**src/hdl/fic_pkg.sv**
```systemverilog
/*
 * constants, field positions and carrier types for the four-level interrupt controller.
 * assumes an 8-bit special-function-register port from the cpu core, same clock.
 */
package fic_pkg;
    localparam int NUM_SRC = 15;
    localparam int LEVEL_W = 2;
    localparam int NUM_LEVELS = 4;
    // register addresses on the special-function-register port
    localparam logic [7:0] ADDR_SOURCE_ENABLE_A = 8'hA8;
    localparam logic [7:0] ADDR_PRIORITY_HIGH_A = 8'hB7;
    localparam logic [7:0] ADDR_PRIORITY_LOW_A = 8'hB8;
    localparam logic [7:0] ADDR_SOURCE_ENABLE_B = 8'hE8;
    localparam logic [7:0] ADDR_PRIORITY_HIGH_B = 8'hF7;
    localparam logic [7:0] ADDR_PRIORITY_LOW_B = 8'hF8;
    // timer flag byte: capture 0..3, compare 0..1, byte overflow, full overflow
    localparam logic [7:0] ADDR_TIMER_FLAGS = 8'hC0;
    localparam logic [7:0] ADDR_MISC_FLAGS = 8'hC1;
    localparam logic [7:0] ADDR_IN_SERVICE = 8'hC2;
    localparam int TF_CAPTURE = 0;
    localparam int TF_COMPARE = 4;
    localparam int TF_BYTE_OVF = 6;
    localparam int TF_FULL_OVF = 7;
    // misc flag byte fields
    localparam int MF_EXT_A = 0;
    localparam int MF_TIMER_A = 1;
    localparam int MF_EXT_B = 2;
    localparam int MF_TIMER_B = 3;
    localparam int MF_UART = 4;
    localparam int MF_TWOWIRE = 5;
    localparam int MF_ADC = 6;
    localparam int GLOBAL_ENABLE_BIT = 7;
    localparam logic [7:0] RESET_BYTE = 8'h00;
    localparam logic [7:0] RESERVED_MASK_A = 8'h7F;
    localparam logic [15:0] VECTOR_BASE = 16'h0003;
    localparam int VECTOR_SHIFT = 3;
    // source index = vector slot; polling rank per slot (0 = polled first)
    localparam logic [3:0] POLL_RANK [NUM_SRC] = '{
        4'h0, 4'h3, 4'h6, 4'h9, 4'hC, 4'h1, 4'h4, 4'h7,
        4'hA, 4'hD, 4'h2, 4'h5, 4'h8, 4'hB, 4'hE};

    typedef struct packed {
        logic [7:0] addr;
        logic [7:0] wdata;
        logic write;
    } fic_sfr_req_t;

    typedef struct packed {
        logic valid;
        logic [1:0] level;
        logic [3:0] source;
        logic [15:0] vector;
    } fic_irq_req_t;
endpackage

```
**src/hdl/fic_controller.sv**
```systemverilog
/*
 * fifteen-source, four-level interrupt controller with flag bank, enables,
 * priorities, fixed polling order and an in-service level stack.
 * assumes the cpu core drives the register port and ack/return strobes on clk.
 */
`timescale 1ns/1ns
module fic_controller
(
    input wire logic clk, // 25 MHz system clock
    input wire logic rst_n, // asynchronous reset, active low
    input wire fic_pkg::fic_sfr_req_t sfrReq, // register write/address from core
    output logic [7:0] sfrRdata, // read data for sfrReq.addr
    input wire logic extIrqPinA, // external request a, level
    input wire logic extIrqPinB, // external request b, level
    input wire logic [3:0] captureIrqPins, // capture inputs, rising edge
    input wire logic timerAOverflow, // timer a overflow pulse
    input wire logic timerBOverflow, // timer b overflow pulse
    input wire logic uartIrq, // uart request level
    input wire logic twowireStatusLoad, // two-wire status loaded with valid code
    input wire logic conversionDone, // adc result ready pulse
    input wire logic [7:0] canIrqStatus, // can interrupt status byte
    input wire logic [15:0] ccTimerValue, // cc timer count
    input wire logic [15:0] compareValueA, // compare register a
    input wire logic [15:0] compareValueB, // compare register b
    input wire logic byteOverflow, // cc timer 8-bit overflow pulse
    input wire logic fullOverflow, // cc timer 16-bit overflow pulse
    input wire logic irqAck, // core takes the offered request
    input wire logic irqReturn, // core finishes current service routine
    output fic_pkg::fic_irq_req_t irqReq // request offered to the core
);

////////////////////////////////////////////////////////////////////////////////
// input synchronisers

logic [7:0] pinMeta_reg;
logic [7:0] pinSync_reg;
logic [3:0] capturePrev_reg;
logic [15:0] ccPrev_reg;

// pin levels pass two flops before any logic sees them; capture edges are
// found one flop later, so a capture flag trails its pin by three cycles

always_ff @(posedge clk or negedge rst_n)
begin
    if (!rst_n)
    begin
        pinMeta_reg <= fic_pkg::RESET_BYTE;
        pinSync_reg <= fic_pkg::RESET_BYTE;
    end
    else
    begin
        pinMeta_reg <= {2'b00, captureIrqPins, extIrqPinB, extIrqPinA};
        pinSync_reg <= pinMeta_reg;
    end
end

always_ff @(posedge clk or negedge rst_n)
begin
    if (!rst_n)
    begin
        capturePrev_reg <= 4'h0;
        ccPrev_reg <= 16'h0000;
    end
    else
    begin
        capturePrev_reg <= pinSync_reg[5:2];
        ccPrev_reg <= ccTimerValue;
    end
end

////////////////////////////////////////////////////////////////////////////////
// register file

logic [7:0] enableA_reg;
logic [7:0] enableB_reg;
logic [7:0] prioHighA_reg;
logic [7:0] prioLowA_reg;
logic [7:0] prioHighB_reg;
logic [7:0] prioLowB_reg;

function automatic logic wr(input fic_pkg::fic_sfr_req_t r, input logic [7:0] a);
    return r.write && (r.addr == a);
endfunction

always_ff @(posedge clk or negedge rst_n)
begin
    if (!rst_n)
    begin
        enableA_reg <= fic_pkg::RESET_BYTE;
        enableB_reg <= fic_pkg::RESET_BYTE;
        prioHighA_reg <= fic_pkg::RESET_BYTE;
        prioLowA_reg <= fic_pkg::RESET_BYTE;
        prioHighB_reg <= fic_pkg::RESET_BYTE;
        prioLowB_reg <= fic_pkg::RESET_BYTE;
    end
    else
    begin
        // bit 7 of enable a is the global gate and reads back as written
        if (wr(sfrReq, fic_pkg::ADDR_SOURCE_ENABLE_A))
            enableA_reg <= sfrReq.wdata;
        if (wr(sfrReq, fic_pkg::ADDR_SOURCE_ENABLE_B))
            enableB_reg <= sfrReq.wdata;
        // bit 7 of the a-side priority pair is reserved and holds zero
        if (wr(sfrReq, fic_pkg::ADDR_PRIORITY_HIGH_A))
            prioHighA_reg <= sfrReq.wdata & fic_pkg::RESERVED_MASK_A;
        if (wr(sfrReq, fic_pkg::ADDR_PRIORITY_LOW_A))
            prioLowA_reg <= sfrReq.wdata & fic_pkg::RESERVED_MASK_A;
        if (wr(sfrReq, fic_pkg::ADDR_PRIORITY_HIGH_B))
            prioHighB_reg <= sfrReq.wdata;
        if (wr(sfrReq, fic_pkg::ADDR_PRIORITY_LOW_B))
            prioLowB_reg <= sfrReq.wdata;
    end
end

////////////////////////////////////////////////////////////////////////////////
// request flags

logic [7:0] timerFlags_reg;
logic [7:0] timerFlags_next;
logic [6:0] miscFlags_reg;
logic [6:0] miscFlags_next;
logic [7:0] timerEvents;
logic [6:0] miscEvents;
logic [7:0] inService_reg;

always_comb
begin
    timerEvents = 8'h00;
    timerEvents[fic_pkg::TF_CAPTURE +: 4] = pinSync_reg[5:2] & ~capturePrev_reg;
    // compare fires once on the cycle the timer arrives at the value
    timerEvents[fic_pkg::TF_COMPARE] = (ccTimerValue == compareValueA)
        && (ccPrev_reg != compareValueA);
    timerEvents[fic_pkg::TF_COMPARE + 1] = (ccTimerValue == compareValueB)
        && (ccPrev_reg != compareValueB);
    timerEvents[fic_pkg::TF_BYTE_OVF] = byteOverflow;
    timerEvents[fic_pkg::TF_FULL_OVF] = fullOverflow;
    // external pins act as levels: the flag is set again every cycle a pin is high
    miscEvents = 7'h00;
    miscEvents[fic_pkg::MF_EXT_A] = pinSync_reg[0];
    miscEvents[fic_pkg::MF_TIMER_A] = timerAOverflow;
    miscEvents[fic_pkg::MF_EXT_B] = pinSync_reg[1];
    miscEvents[fic_pkg::MF_TIMER_B] = timerBOverflow;
    miscEvents[fic_pkg::MF_UART] = uartIrq;
    miscEvents[fic_pkg::MF_TWOWIRE] = twowireStatusLoad;
    miscEvents[fic_pkg::MF_ADC] = conversionDone;
    timerFlags_next = timerFlags_reg;
    if (wr(sfrReq, fic_pkg::ADDR_TIMER_FLAGS))
        timerFlags_next = sfrReq.wdata;
    // hardware only sets; a set in the clearing cycle wins
    timerFlags_next = timerFlags_next | timerEvents;
    miscFlags_next = miscFlags_reg;
    if (wr(sfrReq, fic_pkg::ADDR_MISC_FLAGS))
    begin
        miscFlags_next = sfrReq.wdata[6:0];
        // the adc flag can only be lowered by a write
        miscFlags_next[fic_pkg::MF_ADC] = miscFlags_reg[fic_pkg::MF_ADC]
            & sfrReq.wdata[fic_pkg::MF_ADC];
    end
    miscFlags_next = miscFlags_next | miscEvents;
end

always_ff @(posedge clk or negedge rst_n)
begin
    if (!rst_n)
    begin
        timerFlags_reg <= fic_pkg::RESET_BYTE;
        miscFlags_reg <= 7'h00;
    end
    else
    begin
        timerFlags_reg <= timerFlags_next;
        miscFlags_reg <= miscFlags_next;
    end
end

always_comb
begin
    // combinational read: a write shows up here on the cycle after it is taken
    unique case (sfrReq.addr)
        fic_pkg::ADDR_SOURCE_ENABLE_A: sfrRdata = enableA_reg;
        fic_pkg::ADDR_SOURCE_ENABLE_B: sfrRdata = enableB_reg;
        fic_pkg::ADDR_PRIORITY_HIGH_A: sfrRdata = prioHighA_reg;
        fic_pkg::ADDR_PRIORITY_LOW_A: sfrRdata = prioLowA_reg;
        fic_pkg::ADDR_PRIORITY_HIGH_B: sfrRdata = prioHighB_reg;
        fic_pkg::ADDR_PRIORITY_LOW_B: sfrRdata = prioLowB_reg;
        fic_pkg::ADDR_TIMER_FLAGS: sfrRdata = timerFlags_reg;
        fic_pkg::ADDR_MISC_FLAGS: sfrRdata = {1'b0, miscFlags_reg};
        fic_pkg::ADDR_IN_SERVICE: sfrRdata = inService_reg;
        default: sfrRdata = 8'h00;
    endcase
end

////////////////////////////////////////////////////////////////////////////////
// source map, in vector-slot order

logic [fic_pkg::NUM_SRC-1:0] srcPending;
logic [fic_pkg::NUM_SRC-1:0] srcEnable;
logic [fic_pkg::NUM_SRC-1:0] srcHigh;
logic [fic_pkg::NUM_SRC-1:0] srcLow;

always_comb
begin
    // flags are read as levels so an unserviced flag re-requests
    // the overflow slot ors both overflow flags; software must clear both
    srcPending = {
        timerFlags_reg[fic_pkg::TF_FULL_OVF] | timerFlags_reg[fic_pkg::TF_BYTE_OVF],
        |canIrqStatus,
        timerFlags_reg[fic_pkg::TF_COMPARE +: 2],
        miscFlags_reg[fic_pkg::MF_ADC],
        timerFlags_reg[fic_pkg::TF_CAPTURE +: 4],
        miscFlags_reg[fic_pkg::MF_TWOWIRE],
        miscFlags_reg[fic_pkg::MF_UART],
        miscFlags_reg[fic_pkg::MF_TIMER_B],
        miscFlags_reg[fic_pkg::MF_EXT_B],
        miscFlags_reg[fic_pkg::MF_TIMER_A],
        miscFlags_reg[fic_pkg::MF_EXT_A]};
    srcEnable = {enableB_reg[7:4], enableA_reg[6], enableB_reg[3:0], enableA_reg[5:0]};
    srcHigh = {prioHighB_reg[7:4], prioHighA_reg[6], prioHighB_reg[3:0], prioHighA_reg[5:0]};
    srcLow = {prioLowB_reg[7:4], prioLowA_reg[6], prioLowB_reg[3:0], prioLowA_reg[5:0]};
end

////////////////////////////////////////////////////////////////////////////////
// arbitration and in-service stack

// one bit per level; the highest set bit is the routine running now
logic [fic_pkg::NUM_LEVELS-1:0] levelActive_reg;
logic [3:0] winSrc;
logic [1:0] winLevel;
logic winValid;
logic [2:0] activeTop;

// one above the highest busy level, so an idle stack compares as zero
function automatic logic [2:0] topLevel(input logic [3:0] act);
    logic [2:0] t;
    t = 3'd0;
    for (int i = 0; i < 4; i++)
        if (act[i])
            t = 3'(i + 1);
    return t;
endfunction

always_comb
begin
    logic [1:0] lvl;
    logic [3:0] bestRank;
    lvl = 2'd0;
    bestRank = 4'hF;
    winSrc = 4'h0;
    winLevel = 2'd0;
    winValid = 1'b0;
    activeTop = topLevel(levelActive_reg);
    // a level must sit above the stack top, so an equal level waits its turn
    for (int s = 0; s < fic_pkg::NUM_SRC; s++)
    begin
        lvl = {srcHigh[s], srcLow[s]};
        if (srcPending[s] && srcEnable[s]
            && enableA_reg[fic_pkg::GLOBAL_ENABLE_BIT]
            && ({1'b0, lvl} >= activeTop))
        begin
            // ties at one level go to the lower polling rank
            if (!winValid || lvl > winLevel
                || (lvl == winLevel && fic_pkg::POLL_RANK[s] < bestRank))
            begin
                winValid = 1'b1;
                winLevel = lvl;
                winSrc = 4'(s);
                bestRank = fic_pkg::POLL_RANK[s];
            end
        end
    end
end

logic [fic_pkg::NUM_LEVELS-1:0] levelActive_next;

always_comb
begin
    levelActive_next = levelActive_reg;
    // return retires only the routine on top; the preempted one resumes
    if (irqReturn && activeTop != 3'd0)
        levelActive_next[activeTop[1:0] - 2'd1] = 1'b0;
    // a take in the same cycle lands above the retired level, never on it
    if (irqAck && irqReq.valid)
        levelActive_next[irqReq.level] = 1'b1;
end

always_ff @(posedge clk or negedge rst_n)
begin
    if (!rst_n)
        levelActive_reg <= 4'h0;
    else
        levelActive_reg <= levelActive_next;
end

// software sees the stack one cycle late through the in-service byte
always_ff @(posedge clk or negedge rst_n)
begin
    if (!rst_n)
        inService_reg <= fic_pkg::RESET_BYTE;
    else
        inService_reg <= {4'h0, levelActive_reg};
end

// offer stands while the winner is valid; it is dropped for the cycle after it is accepted
// the offer trails the flags by a cycle, so a just-cleared flag can still be taken
always_ff @(posedge clk or negedge rst_n)
begin
    if (!rst_n)
        irqReq <= '0;
    else
    begin
        irqReq.valid <= winValid && !(irqAck && irqReq.valid);
        irqReq.level <= winLevel;
        irqReq.source <= winSrc;
        irqReq.vector <= fic_pkg::VECTOR_BASE
            + (16'(winSrc) << fic_pkg::VECTOR_SHIFT);
    end
end

endmodule

```
**config.mk**
```make
export PLATFORM = sky130hd
export DESIGN_NAME = fic_controller
export DESIGN_NICKNAME = d
export VERILOG_FILES = /design/src/hdl/fic_pkg.sv /design/src/hdl/fic_controller.sv
export SDC_FILE = /design/constraint.sdc
export NUM_CORES = 1
export LEC_CHECK = 0
export ABC_AREA = 1
export BUFFER_PORTS_ARGS = -buffer_cell sky130_fd_sc_hd__buf_4
export CORE_ASPECT_RATIO = 1.25
export CORE_UTILIZATION = 59
export CTS_BUF_LIST = sky130_fd_sc_hd__clkbuf_8
export DETAILED_ROUTE_END_ITERATION = 16
export PLACE_DENSITY = 0.8
export REMOVE_ABC_BUFFERS = 1
export SETUP_SLACK_MARGIN = 0.15
export SLEW_MARGIN = 15
export SYNTH_ARGS = -nofsm -noshare
export SYNTH_HDL_FRONTEND = slang
export SYNTH_SLANG_ARGS = --single-unit
```
**constraint.sdc**
```tcl
create_clock -name clk -period 18.1 [get_ports clk]
set_input_delay 1.81 -clock clk [delete_from_list [all_inputs] [get_ports clk]]
set_output_delay 1.81 -clock clk [all_outputs]
set_load 0.03 [all_outputs]
```
# Yosys cells after proc, flatten, opt, wreduce, memory -nomap -nowiden

Index checks and enable logic that the tools add are counted.
Widths: inputs -> output; s select.

Add/sub/neg operators: 2
Magnitude comparators: 47
Eq/ne operators: 27
Multiplexer cells: 126
Bitwise gates (word level): 9
Reduce and logical (&&, ||, !) cells: 119

Operator list:

| operator            | count |
|---|---|
| $mux 4              | 55 |
| $logic_and 1x1->1   | 74 |
| $eq 8x8->1 const B  | 9 |
| $pmux 8 s9          | 1 |
| $mux 2              | 29 |
| $ge 2x3->1          | 15 |
| $mux 1              | 34 |
| $eq 16x16->1        | 2 |
| $ne 16x16->1        | 2 |
| $eq 2x2->1          | 14 |
| $gt 2x2->1          | 14 |
| $logic_or 1x1->1    | 28 |
| $lt 4x4->1 const A  | 7 |
| $lt 3x4->1 const A  | 4 |
| $logic_not 1->1     | 15 |
| $mux 3              | 3 |
| $add 2x7->8 const A | 1 |
| $and 4x4->4         | 2 |
| $lt 2x4->1 const A  | 2 |
| $mux 8              | 1 |
| $not 4->4           | 2 |
| $or 8x8->8          | 1 |
| $reduce_or 8->1     | 1 |
| $mux 7              | 1 |
| other kinds (10)    | 13 |

Register bits after elaboration: 116
Input port bits: 90
Output and inout port bits: 31
Logic and storage cells: 348

# Logic depth before layout (Yosys ltp)

Depth after elaboration: 78
Gate-level depth with buffers: 134

# Worst setup path before layout

OpenSTA, ideal clock, no wires.

Kind: flip-flop to flip-flop
Start: register levelActive_reg[1] in the netlist's numbering
End: register irqReq[21] in the netlist's numbering
Setup time: 0.118 ns
Arrival time: 14.296 ns
Setup slack: 3.686 ns
Cell stages (with the launch flop): 120
Buffers on the path: 1
Cells stage by stage: dfrtp_1 o21ai_0 ha_1 nand2_1 nand2_1 nand2_4 nor2_1 ha_1 a22oi_1 o21ai_2 nand2_1 o21ai_2 ha_1 inv_1 nor2_1 o21ai_0 nand2_2 nand2_4 [84 not listed] nand2_1 o21ai_1 inv_1 ha_1 nand2_1 a21oi_1 nand2_4 nand3_1 nand2_1 ha_1 inv_1 nor2_1 o21ai_0 nand2_1 nand2_1 inv_1 nand2_1 nand2_1

Cells in the longest elaborated chain, start to end: 76
Elaborated cells between the ends (all ways): 214
Classes of those cells: order compare: 43; eq/ne: 14; mux: 86; reduce/logical: 71

Ends and longest elaborated chain:

| item                                                         | line                                         | source |
|---|---|---|
| start, declared                                              | fic_controller.sv:226                        | `logic [fic_pkg::NUM_LEVELS-1:0] levelActive_reg;` |
| start signal, assigned                                       | fic_controller.sv:291                        | `levelActive_reg <= levelActive_next;` |
| $mux 3 (*) (3 in a row)                                      | fic_controller.sv:237                        | `if (act[i])` |
| $ge 2x3->1                                                   | fic_controller.sv:258                        | `&& ({1'b0, lvl} >= activeTop))` |
| $logic_and 1x1->1                                            | fic_controller.sv:258                        |  |
| $mux 4 (tied with other cells)                               | fic_controller.sv:256                        | `if (srcPending[s] && srcEnable[s]` |
| $lt 2x4->1 (tied with other cells)                           | fic_controller.sv:262                        | `\|\| (lvl == winLevel && fic_pkg::POLL_RANK[s] < bestRank))` |
| $logic_and 1x1->1 / $logic_or 1x1->1 (equally long branches) | fic_controller.sv:262, fic_controller.sv:261 |  |
| $logic_or 1x1->1                                             | fic_controller.sv:262                        |  |
| $mux 4 (tied with other cells)                               | fic_controller.sv:261                        | `if (!winValid \|\| lvl > winLevel` |
| [59 not listed]                                              | n/a                                          |  |
| $mux 4 (tied with other cells)                               | fic_controller.sv:261                        |  |
| $mux 4 (tied with other cells)                               | fic_controller.sv:256                        |  |
| $lt 4x4->1 (tied with other cells)                           | fic_controller.sv:262                        |  |
| $logic_and 1x1->1 / $logic_or 1x1->1 (equally long branches) | fic_controller.sv:262, fic_controller.sv:261 |  |
| $logic_or 1x1->1                                             | fic_controller.sv:262                        |  |
| $mux 2                                                       | fic_controller.sv:261                        |  |
| $mux 2 (*)                                                   | fic_controller.sv:256                        |  |
| named net winLevel[1]                                        | fic_controller.sv:228                        | `logic [1:0] winLevel;` |
| end, declared                                                | fic_controller.sv:29                         | `output fic_pkg::fic_irq_req_t irqReq` |

The timed path passes the listed nets; every way through them passes the cells marked *.
A chain may end at the register's enable or synchronous reset.

# Worst setup path in the final report

Same ends and word-level chain as after synthesis.

==> flow_metrics.env <==
export IMPL_irDropWorstVdd_mv=0.0480
export IMPL_cts_tree="done"
export IMPL_met1_usage_pct=36.8
export IMPL_grt_busiest_layer="met2"
export IMPL_worst_pin_slew_ps=938
export IMPL_switching_share_pct=31.0
export IMPL_syn2layout_area_growth_pct=15.6
export IMPL_clock_root_buffer="clkbuf_8"
export IMPL_post_drt_wl_per_cell_um=15.0
export IMPL_netlist_area_um2=7400
export IMPL_cts_made_buffers=9
export IMPL_slowest_delay_ps=430
export IMPL_grt_pass1_wl_um=30000
export IMPL_fp_dieArea_um2=13000
export IMPL_insertion_delay_ps=390
export IMPL_seqPwrFrac_pct=52.5
export IMPL_cp_data_arrival_time_ps=15820
export IMPL_core_area_um2=12200
export IMPL_postCtsSetupBuffers=0
export IMPL_fin_crit_sh_pct=85.8
export IMPL_nNetsFinal=1194
export IMPL_drc=0
export IMPL_dr_first_iter_drc_count=439
export IMPL_cts_hold_buf=0
export IMPL_grt_use_met2_pct=51.3
export IMPL_hp_class="reg2reg"
export IMPL_drv_slew=0
export IMPL_grt_remaining_overflow=0
export IMPL_portBuffers=110
export IMPL_die_h_um=127
export IMPL_antenna_found_initial=0
export IMPL_cts_sinks=109
export IMPL_cts_repair_resized=0
export IMPL_ys_flop_type="dfrtp_1"
export IMPL_yosysUniqueCellTypes=46
export IMPL_fp_row_count=45
export IMPL_net_switching_power_uw=157
export IMPL_critical_path_slowest_cell="dfrtp_1"
export IMPL_path_max_fanout=15
export IMPL_status="finished clean"
export IMPL_first_pass_iters=5
export IMPL_ant_nets=0
export IMPL_synth_seq_cells=109
export IMPL_start_util_pct=60.8
export IMPL_grt_max_degree=71
export IMPL_hold_viol_final=0
export IMPL_cp_end_kind="register"
export IMPL_drt_wl_total_um=18300
export IMPL_antenna_diode_count=0
export IMPL_fin_skew_ps=12.4
export IMPL_p_leak_nw=4.47
export IMPL_syn_avg_cell_area_um2=7.93
export IMPL_finalSetupViolCount=0
export IMPL_max_slew_margin_pct=37.2
export IMPL_p_per_area_nw_per_um2=59.1
export IMPL_synth_edf_count=0
export IMPL_clockBufferDepth=2
export IMPL_cp_start_kind="register"
export IMPL_vias_per_cell=5.51
export IMPL_rsz0062_at_grt="false"
export IMPL_pin_count=121
export IMPL_yosysSeqAreaShare_pct=36.9
export IMPL_place_hpwl_um=14700
export IMPL_maxCapViolCount=0
export IMPL_path_common_cell="nand2_1"
export IMPL_tns_ps=0
export IMPL_max_freq_ghz=0.0644
export IMPL_largest_reg_flops=16
export IMPL_worstSetupPathType="reg2reg"
export IMPL_dieWidth_um=102
export IMPL_first_global_vias=6313
export IMPL_drive_gt1_share_pct=17.5
export IMPL_path_clk_slew_ps=110
export IMPL_use_met3_pct=5.42
export IMPL_h_tree_depth=3
export IMPL_worstPathRequired_ps=18390
export IMPL_period_needed_ps=15530
export IMPL_holdWs_ps=360
export IMPL_combPwrFrac_pct=18.8
export IMPL_pwr_share_clk_pct=28.8
export IMPL_place_gp_congestion=0.978
export IMPL_synth_yosys_warnings=0
export IMPL_vias=6699
export IMPL_internal_power_uw=349
export IMPL_async_flop_share_pct=100
export IMPL_syn_inst=933
export IMPL_grtUsageTotal_pct=30.1
## per-stage QoR
stage	worst slack [ps]	util [%]	instances	total power [mW]	cell area [um^2]
final	2570	70.3	1215	0.505	8550
after global placement	3000	68.7	1199	0.361	8360
after floorplan	3710	-	919	0.321	7280
after global routing	861	70.3	1215	0.530	8550
after CTS	2550	70.3	1215	0.506	8550
after detailed placement	2580	68.7	1199	0.364	8360
## synth_stat cells (2+ instances only)
cell type / n / area [um^2]
conb_1: 2 / 7.51
or2_2: 5 / 31.3
nand2_4: 12 / 135
nand2_1: 183 / 687
nor2_1: 50 / 188
o21a_1: 8 / 60.1
o21ai_1: 17 / 85.1
o221ai_1: 5 / 43.8
o22ai_1: 16 / 100
xor2_1: 14 / 123
ha_1: 58 / 726
nand3_1: 25 / 125
nand3_2: 3 / 30.0
o211ai_1: 4 / 30.0
nor4_1: 10 / 62.6
nor3_1: 13 / 65.1
o2111ai_1: 7 / 61.3
a21oi_1: 28 / 140
o21ai_0: 80 / 400
inv_2: 4 / 15.0
o21ai_2: 5 / 43.8
nand4_1: 13 / 81.3
a21oi_2: 2 / 17.5
a211o_1: 2 / 17.5
a221oi_1: 18 / 158
xnor2_1: 27 / 236
inv_1: 157 / 589
dfrtp_1: 109 / 2730
nand2_2: 14 / 87.6
buf_4: 15 / 113
o21bai_1: 5 / 37.5
clkbuf_1: 7 / 26.3
nor2_4: 2 / 22.5
## power groups by stage
stage	logic, mW	registers, mW	clock network (mW)
after CTS	0.0950	0.265	0.146
after floorplan	0.0523	0.269	0
after global placement	0.0919	0.269	0
final	0.0948	0.265	0.145
after detailed placement	0.0945	0.270	0
after global routing	0.107	0.267	0.157
## cell families (layout without fill, tap and decap cells)
group | after synthesis | after routing | share of synthesized area, %
AND/OR/NAND/NOR | 335 | 335 | 21.1
AO/OA/AOI/OAI | 204 | 204 | 17.0
buffers and inverters | 184 | 293 | 10.2
flip-flops | 109 | 109 | 36.9
adder cells (fa/ha/maj) | 58 | 58 | 9.81
XOR/XNOR | 41 | 41 | 4.85
other | 2 | 11 | 0.102
## layer usage
layer / vias to the layer above / wire length (um)
li1: 3304 / -
met1: 3089 / 7450
met2: 259 / 9100
met3: 47 / 988
met4: 0 / 725
met5: - / 0
## placed cells by master, fill, tap and decap left out, types with 5 or more instances in the layout
cell type and count:
a21oi_1 28, a221oi_1 18, buf_4 116, clkbuf_8 9
conb_1 11, dfrtp_1 109, ha_1 58, inv_1 157
nand2_1 183, nand2_2 14, nand2_4 12, nand3_1 25
nand4_1 13, nor2_1 50, nor3_1 13, nor4_1 10
o2111ai_1 7, o21a_1 8, o21ai_0 79, o21ai_1 18
o21ai_2 5, o21bai_1 5, o221ai_1 5, o22ai_1 16
or2_2 5, xnor2_1 27, xor2_1 14
## layout make-up
class	count	area, um^2
multi-input cells	649	3950
flip-flops and latches	109	2730
fillers	1037	3610
well taps	164	205
clock buffers	9	124
repair buffers	116	871
clock inverters	7	67.6
inverters	161	604
## final timing paths
check,from,endpoint,slack (ps),cells past startpoint
setup / recovery,levelActive_reg[1],irqReq[21],2570,125
hold / removal,pinMeta_reg[3],pinSync_reg[3],360,0
setup reg to reg,levelActive_reg[1],irqReq[21],2570,125
hold reg to reg,pinMeta_reg[3],pinSync_reg[3],360,0
max in group asynchronous,rst_n,prioLowA_reg[6],15440,2
min in group asynchronous,rst_n,pinMeta_reg[4],1370,1
## critical path, delay by kind of cell (launching register included)
family | cells | cell delay (ps)
buffers and inverters | 21 | 1570
adders and majority gates | 15 | 4190
AOI/OAI and AO/OA | 30 | 4270
DFF | 1 | 430
and+or+nand+nor | 59 | 4900
Note: power is estimated with default switching activity, not from simulation.
